--- src/pkg/adcsr_defines.vh ---
`ifndef ADCSR_DEFINES_VH
`define ADCSR_DEFINES_VH
// register addresses on the serial port
`define ADCSR_ADDR_CTRL 7'h01
`define ADCSR_ADDR_STAT 7'h02
`define ADCSR_CTRL_RST 16'hf000
// control register fields
`define ADCSR_TMODE_LSB 0
`define ADCSR_TMODE_MSB 1
`define ADCSR_ZLEN_LSB 2
`define ADCSR_ZLEN_MSB 3
`define ADCSR_LOWBAND_BIT 4
`define ADCSR_FALL_SEL_BIT 10
`define ADCSR_CHEN_LSB 12
`define ADCSR_CHEN_MSB 15
// test mode codes
`define ADCSR_TM_NORMAL 2'h0
`define ADCSR_TM_RAMP 2'h1
`define ADCSR_TM_FLASH 2'h2
// flashing zero-run lengths
`define ADCSR_ZRUN_10 4'ha
`define ADCSR_ZRUN_11 4'hb
`define ADCSR_ZRUN_15 4'hf
// restart delay in sampling clock cycles after the release is seen
`define ADCSR_RESTART_CYC 4'h4
// serial frame: 1 rw bit, 7 address bits, 16 data bits
`define ADCSR_CMD_BITS 5'h08
`define ADCSR_FRAME_BITS 5'h18
`endif

--- src/adcsr_top.v ---
// How it works
// - sync rise in normal mode forces all ready clocks low while held
// - after sync falls, ready clocks restart after a fixed cycle count
// - sync resets the timing counter and the test pattern generator
// - control register 0x01 bit 10 selects the alternative sync mode
// - alternative mode times from sync fall, ready keeps toggling while high
// - nominal restart delay applies in the high clock band
// - low clock band setting adds one cycle to the restart delay
// - a pulse outside its timing window may be seen one cycle late
// - flashing mode sends one all-ones sample then a run of zeros, repeating
// - flashing zero run is programmable to 10, 11 or 15 samples
// - ramp mode increments and wraps; a sync pulse restarts the ramp
// - all four cores run in step and their ready clocks toggle together
// - every pulse of a repeating sync train resynchronises the device
`include "adcsr_defines.vh"
`timescale 1ns/1ps
`default_nettype none
module adcsr_top (
	input wire i_mclk,
	input wire i_nrst,
	input wire i_resync,
	input wire i_spi_sclk,
	input wire i_spi_csn,
	input wire i_spi_mosi,
	output reg o_spi_miso,
	input wire [9:0] i_sample0,
	input wire [9:0] i_sample1,
	input wire [9:0] i_sample2,
	input wire [9:0] i_sample3,
	output reg [9:0] o_data0,
	output reg [9:0] o_data1,
	output reg [9:0] o_data2,
	output reg [9:0] o_data3,
	output reg [3:0] o_ready
);
	localparam ST_RUN = 2'h0;
	localparam ST_HOLD = 2'h1;
	localparam ST_WAIT = 2'h2;

	// synchronisers for pins from outside the clock domain
	reg rs_s1_r;
	reg rs_s2_r;
	reg rs_d_r;
	reg sck_s1_r;
	reg sck_s2_r;
	reg sck_d_r;
	reg csn_s1_r;
	reg csn_s2_r;
	reg mosi_s1_r;
	reg mosi_s2_r;

	reg [15:0] ctrl_r;
	reg [1:0] st_r;
	reg [1:0] st_nxt;
	reg [3:0] cnt_r;
	reg [3:0] cnt_nxt;
	reg rdy_r;
	reg rdy_nxt;
	reg [9:0] ramp_r;
	reg [3:0] fl_r;
	reg [11:0] tmr_r;
	reg [22:0] sh_r;
	reg [4:0] bit_r;
	reg [15:0] tx_r;

	wire rs_rise;
	wire rs_fall;
	wire sck_rise;
	wire sck_fall;
	wire falling_edge_resync_select;
	wire [1:0] tmode;
	wire [3:0] dly;
	wire [3:0] zlen;
	wire run_nxt;
	reg [9:0] pat;
	wire [15:0] stat;
	reg [15:0] rd_word;
	wire [6:0] rx_addr;

	// edge detectors on the synchronised pins; idle levels match the reset values
	assign rs_rise = rs_s2_r & ~rs_d_r;
	assign rs_fall = ~rs_s2_r & rs_d_r;
	assign sck_rise = sck_s2_r & ~sck_d_r;
	assign sck_fall = ~sck_s2_r & sck_d_r;
	assign falling_edge_resync_select = ctrl_r[`ADCSR_FALL_SEL_BIT];
	// test mode selects what replaces the samples
	assign tmode = ctrl_r[`ADCSR_TMODE_MSB:`ADCSR_TMODE_LSB];
	// high band uses the nominal count, low band one more
	assign dly = `ADCSR_RESTART_CYC + {3'h0, ctrl_r[`ADCSR_LOWBAND_BIT]};
	assign run_nxt = (st_nxt == ST_RUN);
	// status: sample timer, spare zero, ready level, sequencer state
	assign stat = {tmr_r, 1'b0, rdy_r, st_r};
	// command address: six bits already shifted plus the bit arriving now
	assign rx_addr = {sh_r[5:0], mosi_s2_r};

	function [3:0] zrun;
		input [1:0] sel;
		begin
			case (sel)
				2'h0: zrun = `ADCSR_ZRUN_10;
				2'h1: zrun = `ADCSR_ZRUN_11;
				default: zrun = `ADCSR_ZRUN_15;
			endcase
		end
	endfunction

	assign zlen = zrun(ctrl_r[`ADCSR_ZLEN_MSB:`ADCSR_ZLEN_LSB]);

	// pattern word for the sample about to leave
	always @* begin
		pat = 10'h000;
		case (tmode)
			`ADCSR_TM_RAMP: begin
				pat = ramp_r;
			end
			`ADCSR_TM_FLASH: begin
				if (fl_r == 4'h0) begin
					pat = 10'h3ff;
				end
			end
			default: begin
				pat = 10'h000;
			end
		endcase
	end

	function [9:0] pick;
		input en;
		input [1:0] mode;
		input [9:0] p;
		input [9:0] s;
		begin
			if (en && (mode == `ADCSR_TM_RAMP || mode == `ADCSR_TM_FLASH)) begin
				pick = p;
			end else begin
				pick = s;
			end
		end
	endfunction

	// restart sequencer
	always @* begin
		st_nxt = st_r;
		cnt_nxt = cnt_r;
		rdy_nxt = rdy_r;
		case (st_r)
			ST_RUN: begin
				if (!falling_edge_resync_select && rs_rise) begin
					st_nxt = ST_HOLD;
					rdy_nxt = 1'b0;
				end else if (falling_edge_resync_select && rs_fall) begin
					st_nxt = ST_WAIT;
					cnt_nxt = dly;
					rdy_nxt = 1'b0;
				end else begin
					rdy_nxt = ~rdy_r;
				end
			end
			ST_HOLD: begin
				rdy_nxt = 1'b0;
				if (!rs_s2_r) begin
					st_nxt = ST_WAIT;
					cnt_nxt = dly;
				end
			end
			ST_WAIT: begin
				rdy_nxt = 1'b0;
				// a new pulse during the wait starts the restart over
				if (!falling_edge_resync_select && rs_rise) begin
					st_nxt = ST_HOLD;
				end else if (falling_edge_resync_select && rs_fall) begin
					cnt_nxt = dly;
				end else if (cnt_r <= 4'h1) begin
					st_nxt = ST_RUN;
					rdy_nxt = 1'b1;
				end else begin
					cnt_nxt = cnt_r - 4'h1;
				end
			end
			default: begin
				st_nxt = ST_WAIT;
				cnt_nxt = dly;
				rdy_nxt = 1'b0;
			end
		endcase
	end

	// one synchroniser path serves all four lanes so they stay in step
	always @(posedge i_mclk) begin
		if (!i_nrst) begin
			rs_s1_r <= 1'b0;
			rs_s2_r <= 1'b0;
			rs_d_r <= 1'b0;
			st_r <= ST_WAIT;
			cnt_r <= `ADCSR_RESTART_CYC;
			rdy_r <= 1'b0;
			o_ready <= 4'h0;
			ramp_r <= 10'h000;
			fl_r <= 4'h0;
			tmr_r <= 12'h000;
			o_data0 <= 10'h000;
			o_data1 <= 10'h000;
			o_data2 <= 10'h000;
			o_data3 <= 10'h000;
		end else begin
			// a pulse landing late is simply seen on the next edge
			rs_s1_r <= i_resync;
			rs_s2_r <= rs_s1_r;
			rs_d_r <= rs_s2_r;
			st_r <= st_nxt;
			cnt_r <= cnt_nxt;
			rdy_r <= rdy_nxt;
			o_ready <= {4{rdy_nxt}};
			if (run_nxt) begin
				tmr_r <= tmr_r + 12'h001;
				ramp_r <= ramp_r + 10'h001;
				fl_r <= (fl_r == zlen) ? 4'h0 : fl_r + 4'h1;
				o_data0 <= pick(ctrl_r[`ADCSR_CHEN_LSB], tmode, pat, i_sample0);
				o_data1 <= pick(ctrl_r[`ADCSR_CHEN_LSB + 1], tmode, pat, i_sample1);
				o_data2 <= pick(ctrl_r[`ADCSR_CHEN_LSB + 2], tmode, pat, i_sample2);
				o_data3 <= pick(ctrl_r[`ADCSR_CHEN_MSB], tmode, pat, i_sample3);
			end else begin
				// held or restarting: timers and pattern back to start
				tmr_r <= 12'h000;
				ramp_r <= 10'h000;
				fl_r <= 4'h0;
			end
		end
	end

	// serial control port, mode 0, msb first
	// unmapped addresses read back as zero
	always @* begin
		case (rx_addr)
			`ADCSR_ADDR_CTRL: begin
				rd_word = ctrl_r;
			end
			`ADCSR_ADDR_STAT: begin
				rd_word = stat;
			end
			default: begin
				rd_word = 16'h0000;
			end
		endcase
	end

	always @(posedge i_mclk) begin
		if (!i_nrst) begin
			sck_s1_r <= 1'b0;
			sck_s2_r <= 1'b0;
			sck_d_r <= 1'b0;
			csn_s1_r <= 1'b1;
			csn_s2_r <= 1'b1;
			mosi_s1_r <= 1'b0;
			mosi_s2_r <= 1'b0;
			sh_r <= 23'h000000;
			bit_r <= 5'h00;
			tx_r <= 16'h0000;
			o_spi_miso <= 1'b0;
			ctrl_r <= `ADCSR_CTRL_RST;
		end else begin
			sck_s1_r <= i_spi_sclk;
			sck_s2_r <= sck_s1_r;
			sck_d_r <= sck_s2_r;
			csn_s1_r <= i_spi_csn;
			csn_s2_r <= csn_s1_r;
			mosi_s1_r <= i_spi_mosi;
			mosi_s2_r <= mosi_s1_r;
			if (csn_s2_r) begin
				bit_r <= 5'h00;
				tx_r <= 16'h0000;
				o_spi_miso <= 1'b0;
			end else begin
				if (sck_rise) begin
					sh_r <= {sh_r[21:0], mosi_s2_r};
					bit_r <= bit_r + 5'h01;
					if (bit_r == `ADCSR_CMD_BITS - 5'h01 && sh_r[6]) begin
						tx_r <= rd_word;
					end
					if (bit_r == `ADCSR_FRAME_BITS - 5'h01 && !sh_r[22]
						&& sh_r[21:15] == `ADCSR_ADDR_CTRL) begin
						ctrl_r <= {sh_r[14:0], mosi_s2_r};
					end
				end else if (sck_fall && bit_r >= `ADCSR_CMD_BITS) begin
					o_spi_miso <= tx_r[15];
					tx_r <= {tx_r[14:0], 1'b0};
				end
			end
		end
	end
endmodule
`default_nettype wire

--- config.mk ---
export PLATFORM = sky130hd
export DESIGN_NAME = adcsr_top
export DESIGN_NICKNAME = d
export VERILOG_FILES = /design/src/adcsr_top.v
export VERILOG_INCLUDE_DIRS = /design/src /design/src/pkg
export SDC_FILE = /design/constraint.sdc
export NUM_CORES = 1
export LEC_CHECK = 0
export BUFFER_PORTS_ARGS = -buffer_cell sky130_fd_sc_hd__buf_4
export CORE_UTILIZATION = 55
export CTS_CLUSTER_SIZE = 25
export DETAILED_ROUTE_END_ITERATION = 6
export GPL_TIMING_DRIVEN = 0
export PLACE_DENSITY = 0.77
export SYNTH_ARGS = -nofsm -noshare
export SYNTH_HDL_FRONTEND = slang
export SYNTH_SLANG_ARGS = --single-unit
--- constraint.sdc ---
create_clock -name i_mclk -period 2.2 [get_ports i_mclk]
set_input_delay 0.66 -clock i_mclk [delete_from_list [all_inputs] [get_ports i_mclk]]
set_output_delay 0.66 -clock i_mclk [all_outputs]
set_load 0.01 [all_outputs]
==> impl_results.md, run 1 <==
- Rows: 38
- Routed Antenna Nets: 0
- Netlist Area Pre-Place: 6290 um2
- Design Power: 0.00753 W
- Initial antenna violation count: 0
- Vias in the first global route: between 5,000 and 6,000
- Relative slew slack: 58.5%
- RSZ-0062 raised after global routing: true
- Combinational share of power: approximately a fifth
- Clock skew: 0.00671 ns
- Ys async rst share: 0%
- Post-synth EDFFs: 0
- Cell taking the most area after synthesis: dfxtp_1
- Leakage: ~3 nW
- Main synth FF type: dfxtp_1
- Largest net degree at the start of global routing: 17
- Post-Route Setup TNS: 0 ns
- Initial core utilization: between 50% and 60%
- Most frequent cells after synthesis: 144 x dfxtp_1, 144 x nand2_1, 76 x a21oi_1, 71 x nor2_1, 41 x o211ai_1
- Max clock buf depth: 2
- Arrival @ worst endpoint: roughly 2.4 ns
- Final Hold Viols: 0
- Clock power share: between 40% and 50%
- YS warnings: 0
- Yosys cell types: 60
- PwrDens: around 970 nW/um2
- Clock sinks: ~140
- Clk_lat worst skew: roughly 0.42 ns
- Die W: between 100 and 150 um
- Most frequent CP cell: a21oi_1
- Worst Max-Slew Pin Slew: 0.622 ns
- Syn nets: just under 800
- Max Cap Violations: 0
- CP Max Fanout: 10
- Min-delay worst type: reg -> reg
- Final Slew Violations: 0
- Setup WS post-layout: 0.107 ns
- Via Count: ~5,600
- P&R area growth vs syn: 23.5%
- Final period utilization: between 90% and 100%
- DR pass1 iterations: 5
- CTS Hold Bufs: 0
- GP Congestion: 0.921
- First-pass GRT wire length: between 20,000 and 30,000 um
- Critical-path cell list: inv_1, ha_1, nor4bb_1, clkbuf_1, a21oi_1, nand2_1, o211ai_1, a21oi_1
- Status: completed
- Fillers: just under 900
- Post-cts gate resize count: 0
- FF+latch count, synth: around 140
- Die area: between 10,000 and 15,000 um2
- Area of the core: between 10,000 and 15,000 um2
- Sequential fraction of the synthesis area: 45.9%
- Finished Core Util: 70.7%
- Buffers on Ports: 90
- Area occupied by multi-input gates: a little over 3000 um2
- Final setup vio count: 0
- WL/cell: about 16 um
- Final Critical Period: 2.09 ns
- Kind of critical path: reg -> reg
- Sw frac: between 20% and 30%
- Top Ports: slightly above 90
- Area fraction of the dominant cell type after synthesis: a little under half
- FMAX: 478 MHz
- Total track usage: between 20 and 30%
- Vias/cell: ~5.7
- Clk pin slew, worst setup/hold paths: ~0.060 ns
- Dominant cells by area after synthesis: dfxtp_1 46%, nand2_1 8.6%, a21oi_1 6.0%
- CTS tree: yes
- Internal power: approximately 0.0055 W
- Gate Count Post-Synth: approximately 720
- Buffers inserted by post-CTS timing repair: 0
- CP max stage cell: a21oi_1
- Flop pwr share: between 40% and 50%
- Reg area: between 2000 and 3000 um2
- Num CTS Buffers: 17
- Clock root cell: clkbuf_16
- Max VDD drop: about 840 uV
- Avg Cell Area, Syn: just under 9 um2
- H-tree levels: 4
- Die height: between 100 and 150 um
- Fin nets: just under 900
- Dpl hpwl: 11,700 um
- Crit-path max cell delay: roughly 0.54 ns
- Required @ worst endpoint: 2.48 ns
- Place WS: 0.111 ns
- Grt total ovfl: 0
- DRC viols: 0
- Crit path launch type: flip-flop
- Inserted Diodes: 0
- Final WL: roughly 16,000 um
- Layout cells sized above 1: 21.2%
- Critical Path Sink Type: flip-flop
- DR iter-0 viols: roughly 550
- Net Switching: between 0.002 and 0.0025 W
## cells in the final DEF, fill, tap and decap left out, drive strengths merged, types with 16 or more instances in the layout
| cell type | count |
|---|---|
| buf | 106 |
| xor2 | 16 |
| a21oi | 76 |
| mux2i | 17 |
| nor2 | 72 |
| o211ai | 41 |
| clkbuf | 61 |
| nand2 | 144 |
| dfxtp | 144 |
## cell type report
cell class | instances | area share (%)
Multi-Input combinational cell | 508 | 39.0
Sequential cell | 144 | 37.1
Timing Repair Buffer | 90 | 8.70
Clock buffer | 23 | 6.03
Buffer | 54 | 4.16
Tap cell | 140 | 2.26
Clock inverter | 9 | 2.01
Inverter | 15 | 0.725
## metrics by stage
stage / cells / hold slack, ns / cell area [um2]
final: 983 / 0.431 / 7770
after global routing: 983 / 0.431 / 7770
after CTS: 983 / 0.435 / 7760
after detailed placement: 951 / 0.408 / 7140
after global placement: 951 / 0.392 / 7140
after floorplan: 721 / 0.386 / 6290
## cell families after synthesis
logic type / synth area share [%]
adders and majority gates: 1.99
muxes: 2.71
buffers and inverters: 6.03
AOI/OAI and AO/OA: 19.6
and+or+nand+nor: 20.5
xor gates and xnor gates: 3.34
DFF: 45.9
## power groups by stage
stage / Combinational, W / Clock [W] / Sequential (W)
floorplan: 0.000782 / 0 / 0.00314
global placement: 0.00141 / 0 / 0.00308
detailed placement: 0.00145 / 0 / 0.00309
CTS: 0.00146 / 0.00306 / 0.00304
global route: 0.00160 / 0.00317 / 0.00307
finish: 0.00146 / 0.00303 / 0.00304
## metal layers
metal  global-route usage, %  routed length [um]
met2                    44.1                7630
met3                    6.87                 983
met5                       0                   0
met4                    11.2                 344
met1                    36.8                7010
## sequential cells by signal, summed over array words and instances (netlist names), 4 cells and up
name     flops
bit_r        5
tx_r        16
o_data2     10
o_data0     10
sh_r        23
tmr_r       12
cnt_r        4
ctrl_r      16
o_data1     10
o_data3     10
fl_r         4
ramp_r      10
## path summary, 6_finish.rpt
check / from / to / slack (ns) / depth (start not counted)
max: fl_r[0] / o_data1[1] / 0.11 / 8
max reg2reg: fl_r[0] / o_data1[1] / 0.11 / 8
min reg2reg: csn_s1_r / csn_s2_r / 0.43 / 1
min: csn_s1_r / csn_s2_r / 0.43 / 1
## worst max-delay path: cells and delay by family, from the launching register on
family / cells / cell delay, ns
AO/OA/AOI/OAI: 3 / 0.76
flip-flops: 1 / 0.45
buffers and inverters: 2 / 0.28
AND/OR/NAND/NOR: 2 / 0.28
adder cells (fa/ha/maj): 1 / 0.19
Power figures use the tool's default switching activity.
==> inputs of run 2 (changes only) <==
--- a/config.mk
+++ b/config.mk
@@ -10,7 +10,6 @@
 export CORE_UTILIZATION = 55
 export CTS_CLUSTER_SIZE = 25
 export DETAILED_ROUTE_END_ITERATION = 6
-export GPL_TIMING_DRIVEN = 0
 export PLACE_DENSITY = 0.77
 export SYNTH_ARGS = -nofsm -noshare
 export SYNTH_HDL_FRONTEND = slang
==> run 2 against run 1 <==
Compared with the run above: design area down 1.2%; core utilization down 0.82 points; total power up 3.9%; sequential share of layout area up 0.44 points; register-to-register slack better by 0.08 ns; die area unchanged; non-clock buffer count down 37; hold slack worse by 0.010 ns; sequential cell count unchanged; combinational power down 4%; global-route usage down 1.0 points; critical path type unchanged; largest cell class unchanged.
==> impl_results.md, run 2 (same netlist as run 1, synthesis figures left out) <==
- Rows: 38
- R2R Path Start: ctrl_r[10]
- H-tree levels: 4
- Final Critical Period: 2.01 ns
- Die height: about 110 um
- Via Count: approximately 5,400
- Vias/cell: approximately 5.7
- Relative slew slack: roughly 43%
- R2R setup slack: ~0.19 ns
- Clock skew: about 0.0065 ns
- Max VDD drop: 838 uV
- Flop pwr share: 38.9%
- Buffers inserted by post-CTS timing repair: 0
- PwrDens: about 1000 nW/um2
- Fillers: between 800 and 900
- Largest net degree at the start of global routing: 52
- Worst hold path cell count: 1
- Largest register FFs: 23
- Kind of critical path: reg -> reg
- Status: completed
- HP Start: csn_s1_r
- Reg2reg end: cnt_r[0]
- Max Cap Violations: 0
- Post-Route Setup TNS: 0 ns
- Clock root cell: clkbuf_16
- Internal power: 0.00580 W
- Cell count of the worst reg-to-reg path: 5
- GP Congestion: just under 0.8
- Clk_lat worst skew: approximately 0.42 ns
- Top Ports: between 90 and 100
- Buffers on Ports: 90
- DR iter-0 viols: 431
- P&R area growth vs syn: 22.1%
- Final Hold Viols: 0
- Arrival @ worst endpoint: around 2.3 ns
- WL/cell: about 16 um
- Grt total ovfl: 0
- Fin nets: approximately 850
- Clock power share: a little over two fifths
- Required @ worst endpoint: between 2 and 3 ns
- Clk pin slew, worst setup/hold paths: roughly 0.06 ns
- Finished Core Util: a little over two thirds
- Vias in the first global route: 5,097
- Final Slew Violations: 0
- Sw frac: between 20% and 30%
- Routed Antenna Nets: 0
- Crit path launch type: flip-flop
- Layout cells sized above 1: a little over a fifth
- Top flop regs: sh_r x23, ctrl_r x16, tx_r x16
- Combinational share of power: between 10% and 20%
- DRC viols: 0
- Total track usage: a little over a quarter
- Critical Path Sink Type: flip-flop
- Final WL: 15,300 um
- First-pass GRT wire length: around 25,000 um
- CP Max Fanout: 9
- Num CTS Buffers: 17
- Min-delay worst type: reg -> reg
- Initial core utilization: between 50% and 60%
- Area of the core: 11,000 um2
- Max clock buf depth: 2
- Dpl hpwl: 10,300 um
- FMAX: between 400 and 500 MHz
- Inserted Diodes: 0
- CTS tree: yes
- Most frequent cells in the layout: 144 x nand2_1, 144 x dfxtp_1, 105 x buf_4
- Clock sinks: 144
- RSZ-0062 raised after global routing: false
- Worst Max-Slew Pin Slew: approximately 0.85 ns
- DR pass1 iterations: 5
- Final setup vio count: 0
- Die W: about 110 um
- Final period utilization: about nine tenths
- Die area: 11,900 um2
- Leakage: 2.92 nW
- Most flop-heavy register: sh_r
- Hold Path End: csn_s2_r
- Net Switching: slightly above 0.002 W
- Initial antenna violation count: 0
-- run 2: cell types whose count changed in the layout (fill, tap and decap cells not counted), sizes merged --
cell,change
buf,+1
clkinvlp,-2
clkinv,+1
bufinv,+3
clkbuf,-41
-- run 2: metal layers --
layer  GRT usage (%)  vias to the layer above  wire length [um]
met1            35.0                     2598              6670
met5               0                        -                 0
li1                -                     2615                 -
met3            6.75                       36               746
met2            43.3                      165              7530
met4            10.1                        0               388
-- run 2: stage by stage --
stage                     cell area, um2  setup WS (ns)  hold WS, ns  instances  total power, W
after global routing                7680         0.0565        0.439        945         0.00813
after detailed placement            6970          0.167        0.405        914         0.00447
after global placement              6970          0.248        0.389        914         0.00442
final                               7680          0.190        0.421        945         0.00782
after CTS                           7670          0.141        0.413        945         0.00786
after floorplan                     6290          0.484        0.386        721         0.00392
-- run 2: final cells by class --
class | count | area [um2] | share of cell area (%)
Clock inverter | 11 | 233 | 3.03
Inverter | 15 | 56.3 | 0.733
Tap cell | 140 | 175 | 2.28
Timing Repair Buffer | 107 | 828 | 10.8
Clock buffer | 20 | 467 | 6.08
Multi-Input combinational cell | 508 | 3030 | 39.5
Sequential cell | 144 | 2880 | 37.6
-- run 2: timing repair --
| item | 4_1_cts | 5_1_grt |
|---|---|---|
| gates resized for setup | 0 | 1 |
| hold buffers | 0 | 0 |
| setup endpoints to repair | 0 | 9 |
| hold endpoints to repair | 0 | 0 |
-- run 2: worst max-delay path by stage --
| stage | to | start | cells after the start |
|---|---|---|---|
| global route | o_data1[1] | fl_r[0] | 8 |
| finish | cnt_r[0] | ctrl_r[10] | 5 |
| detailed placement | ctrl_r[13] | bit_r[0] | 6 |
| floorplan | cnt_r[2] | cnt_r[0] | 8 |
| global placement | ctrl_r[13] | bit_r[0] | 6 |
| CTS | ctrl_r[11] | bit_r[0] | 6 |
-- run 2: power groups by stage --
stage	Combinational, W	Sequential (W)	Clock [W]
final	0.00140	0.00304	0.00338
after CTS	0.00141	0.00304	0.00341
after detailed placement	0.00139	0.00309	0
after floorplan	0.000782	0.00314	0
after global routing	0.00154	0.00307	0.00352
after global placement	0.00135	0.00308	0
-- run 2: critical path, stage by stage, from the launching register on --
cell	delay, ns
dfxtp_1	0.41
and3b_1	0.25
o311ai_1	0.48
and2_1	0.37
nor3_1	0.10
o31a_1	0.29
==> inputs of run 3 (changes only) <==
--- a/config.mk
+++ b/config.mk
@@ -7,10 +7,12 @@
 export NUM_CORES = 1
 export LEC_CHECK = 0
 export BUFFER_PORTS_ARGS = -buffer_cell sky130_fd_sc_hd__buf_4
-export CORE_UTILIZATION = 55
+export CELL_PAD_IN_SITES_DETAIL_PLACEMENT = 0
+export CELL_PAD_IN_SITES_GLOBAL_PLACEMENT = 2
+export CORE_UTILIZATION = 34
 export CTS_CLUSTER_SIZE = 25
 export DETAILED_ROUTE_END_ITERATION = 6
-export PLACE_DENSITY = 0.77
+export PLACE_DENSITY_LB_ADDON = 0.1
 export SYNTH_ARGS = -nofsm -noshare
 export SYNTH_HDL_FRONTEND = slang
 export SYNTH_SLANG_ARGS = --single-unit
==> run 3 against run 2 <==
Compared with the run above: clock skew up 0.0025 ns; non-clock buffer count up 3; final cell count increased by 9.8%; design area up 0.85%; core utilization decreased by 27 points; first-iteration DRC count shrank 23%.
==> impl_results.md, run 3 (same netlist as run 1, synthesis figures left out) <==
- Top Ports: between 90 and 100
- R2R Path Start: cnt_r[0]
- H-tree levels: 4
- Clock root cell: clkbuf_16
- PwrDens: approximately 980 nW/um2
- Clk pin slew, worst setup/hold paths: ~0.060 ns
- Buffers inserted by post-CTS timing repair: 0
- Relative slew slack: a little under two thirds
- Most flop-heavy register: sh_r
- Hold slack: between 0.4 and 0.5 ns
- Arrival @ worst endpoint: roughly 2.3 ns
- Largest net degree at the start of global routing: 50
- Clock sinks: 144
- Most frequent cells in the layout: 144 x nand2_1, 144 x dfxtp_1, 108 x buf_4
- Hold Path End: csn_s2_r
- Layout cells sized above 1: approximately 22%
- HP Start: csn_s1_r
- Max Cap Violations: 0
- Die area: 19,000 um2
- Crit-path max cell delay: about 0.4 ns
- Largest register FFs: 23
- Clk_lat worst skew: slightly above 0.4 ns
- Initial core utilization: a little over a third
- CTS tree: yes
- Area of the core: between 15,000 and 20,000 um2
- CP max stage cell: buf_4
- P&R area growth vs syn: 23.1%
- Final WL: between 15,000 and 20,000 um
- Kind of critical path: reg -> reg
- Leakage: 2.90 nW
- GP Congestion: between 0.7 and 0.8
- Buffers on Ports: 90
- Clock skew: 0.00901 ns
- Delay-heaviest family, CP: compound AO/OA/AOI/OAI gates
- Final Slew Violations: 0
- CP bufs+invs: 2
- Post-cts gate resize count: 0
- Critical Path Sink Type: flip-flop
- Max VDD drop: about 620 uV
- Fin nets: roughly 850
- DR iter-0 viols: 331
- Vias/cell: 5.03
- Inserted Diodes: 0
- FMAX: about 520 MHz
- DRC viols: 0
- DR pass1 iterations: 5
- Die W: around 140 um
- Cell count of the worst reg-to-reg path: 8
- Top flop regs: sh_r x23, ctrl_r x16, tx_r x16
- Reg2reg end: o_data0[9]
- Worst Max-Slew Pin Slew: ~0.55 ns
- Via Count: about 5,200
- Fillers: 1,832
- RSZ-0062 raised after global routing: false
- Max clock buf depth: 2
- Min-delay worst type: reg -> reg
- R2R setup slack: a little under 0.3 ns
- CP Max Fanout: 40
- Required @ worst endpoint: 2.54 ns
- Final Hold Viols: 0
- Reg area: slightly below 3000 um2
- Status: completed
- Rows: slightly below 50
- WL/cell: 16.3 um
- Grt total ovfl: 0
- Finished Core Util: 42.9%
- Num CTS Buffers: 17
- Post-Route Setup TNS: 0 ns
- Final Critical Period: about 1.9 ns
- Final period utilization: 86.7%
- Dpl hpwl: 11,800 um
- Total track usage: a little under a fifth
- Vias in the first global route: between 4,000 and 5,000
- Critical-path cell list: inv_1, ha_1, nor2_1, o21ai_1, and4b_1, buf_4, o211ai_1, a21oi_1
- Final setup vio count: 0
- CTS Hold Bufs: 0
- Worst hold path cell count: 1
- Area occupied by multi-input gates: just over 3000 um2
- Crit path launch type: flip-flop
- Die height: roughly 140 um
- Initial antenna violation count: 0
- Place WS: roughly 0.32 ns
- First-pass GRT wire length: 26,600 um
- Setup WS post-layout: between 0.2 and 0.3 ns
- Routed Antenna Nets: 0
==> run 3: per-stage QoR <==
| step | cells | area (um2) | power (W) |
|---|---|---|---|
| after floorplan | 721 | 6290 | 0.00392 |
| after global placement | 1006 | 7100 | 0.00451 |
| after detailed placement | 1006 | 7100 | 0.00453 |
| after CTS | 1038 | 7740 | 0.00767 |
| after global routing | 1038 | 7740 | 0.00796 |
| final | 1038 | 7740 | 0.00755 |
==> run 3: worst max-delay path by stage <==
stage / endpoint / depth (start not counted) / start
final: o_data0[9] / 8 / cnt_r[0]
after global routing: cnt_r[2] / 7 / cnt_r[0]
after CTS: o_data0[9] / 8 / cnt_r[0]
after detailed placement: cnt_r[2] / 7 / cnt_r[0]
after global placement: o_data0[9] / 8 / cnt_r[0]
after floorplan: cnt_r[2] / 8 / cnt_r[0]
==> run 3: area by class of cell <==
class / instances / share of cell area [%]
inverter: 15 / 0.727
timing repair buffer: 110 / 11.0
multi-input combinational: 508 / 39.1
sequential: 144 / 37.2
clock buffer: 20 / 5.90
tap: 229 / 3.70
clock inverter: 12 / 2.36
==> run 3: power by group <==
part	internal, W	switching [W]
registers	0.00286	0.000189
clock network	0.00197	0.00114
logic	0.000622	0.000784
total	0.00544	0.00211
==> run 3: worst register-to-register path, cell delays in order, from the launching register on <==
cell,delay (ns)
dfxtp_1,0.35
inv_1,0.07
ha_1,0.19
nor2_1,0.08
o21ai_1,0.16
and4b_1,0.22
buf_4,0.40
o211ai_1,0.21
a21oi_1,0.18
==> run 3: metal layers <==
layer | GRT usage, % | routed length (um) | part of all wire [%] | vias up
met5 | 0 | 0 | 0 | -
met4 | 3.62 | 97 | 0.57 | 0
met3 | 4.90 | 613 | 3.6 | 6
met2 | 28.6 | 7780 | 46 | 68
met1 | 26.0 | 8400 | 50 | 2504
li1 | - | - | - | 2640
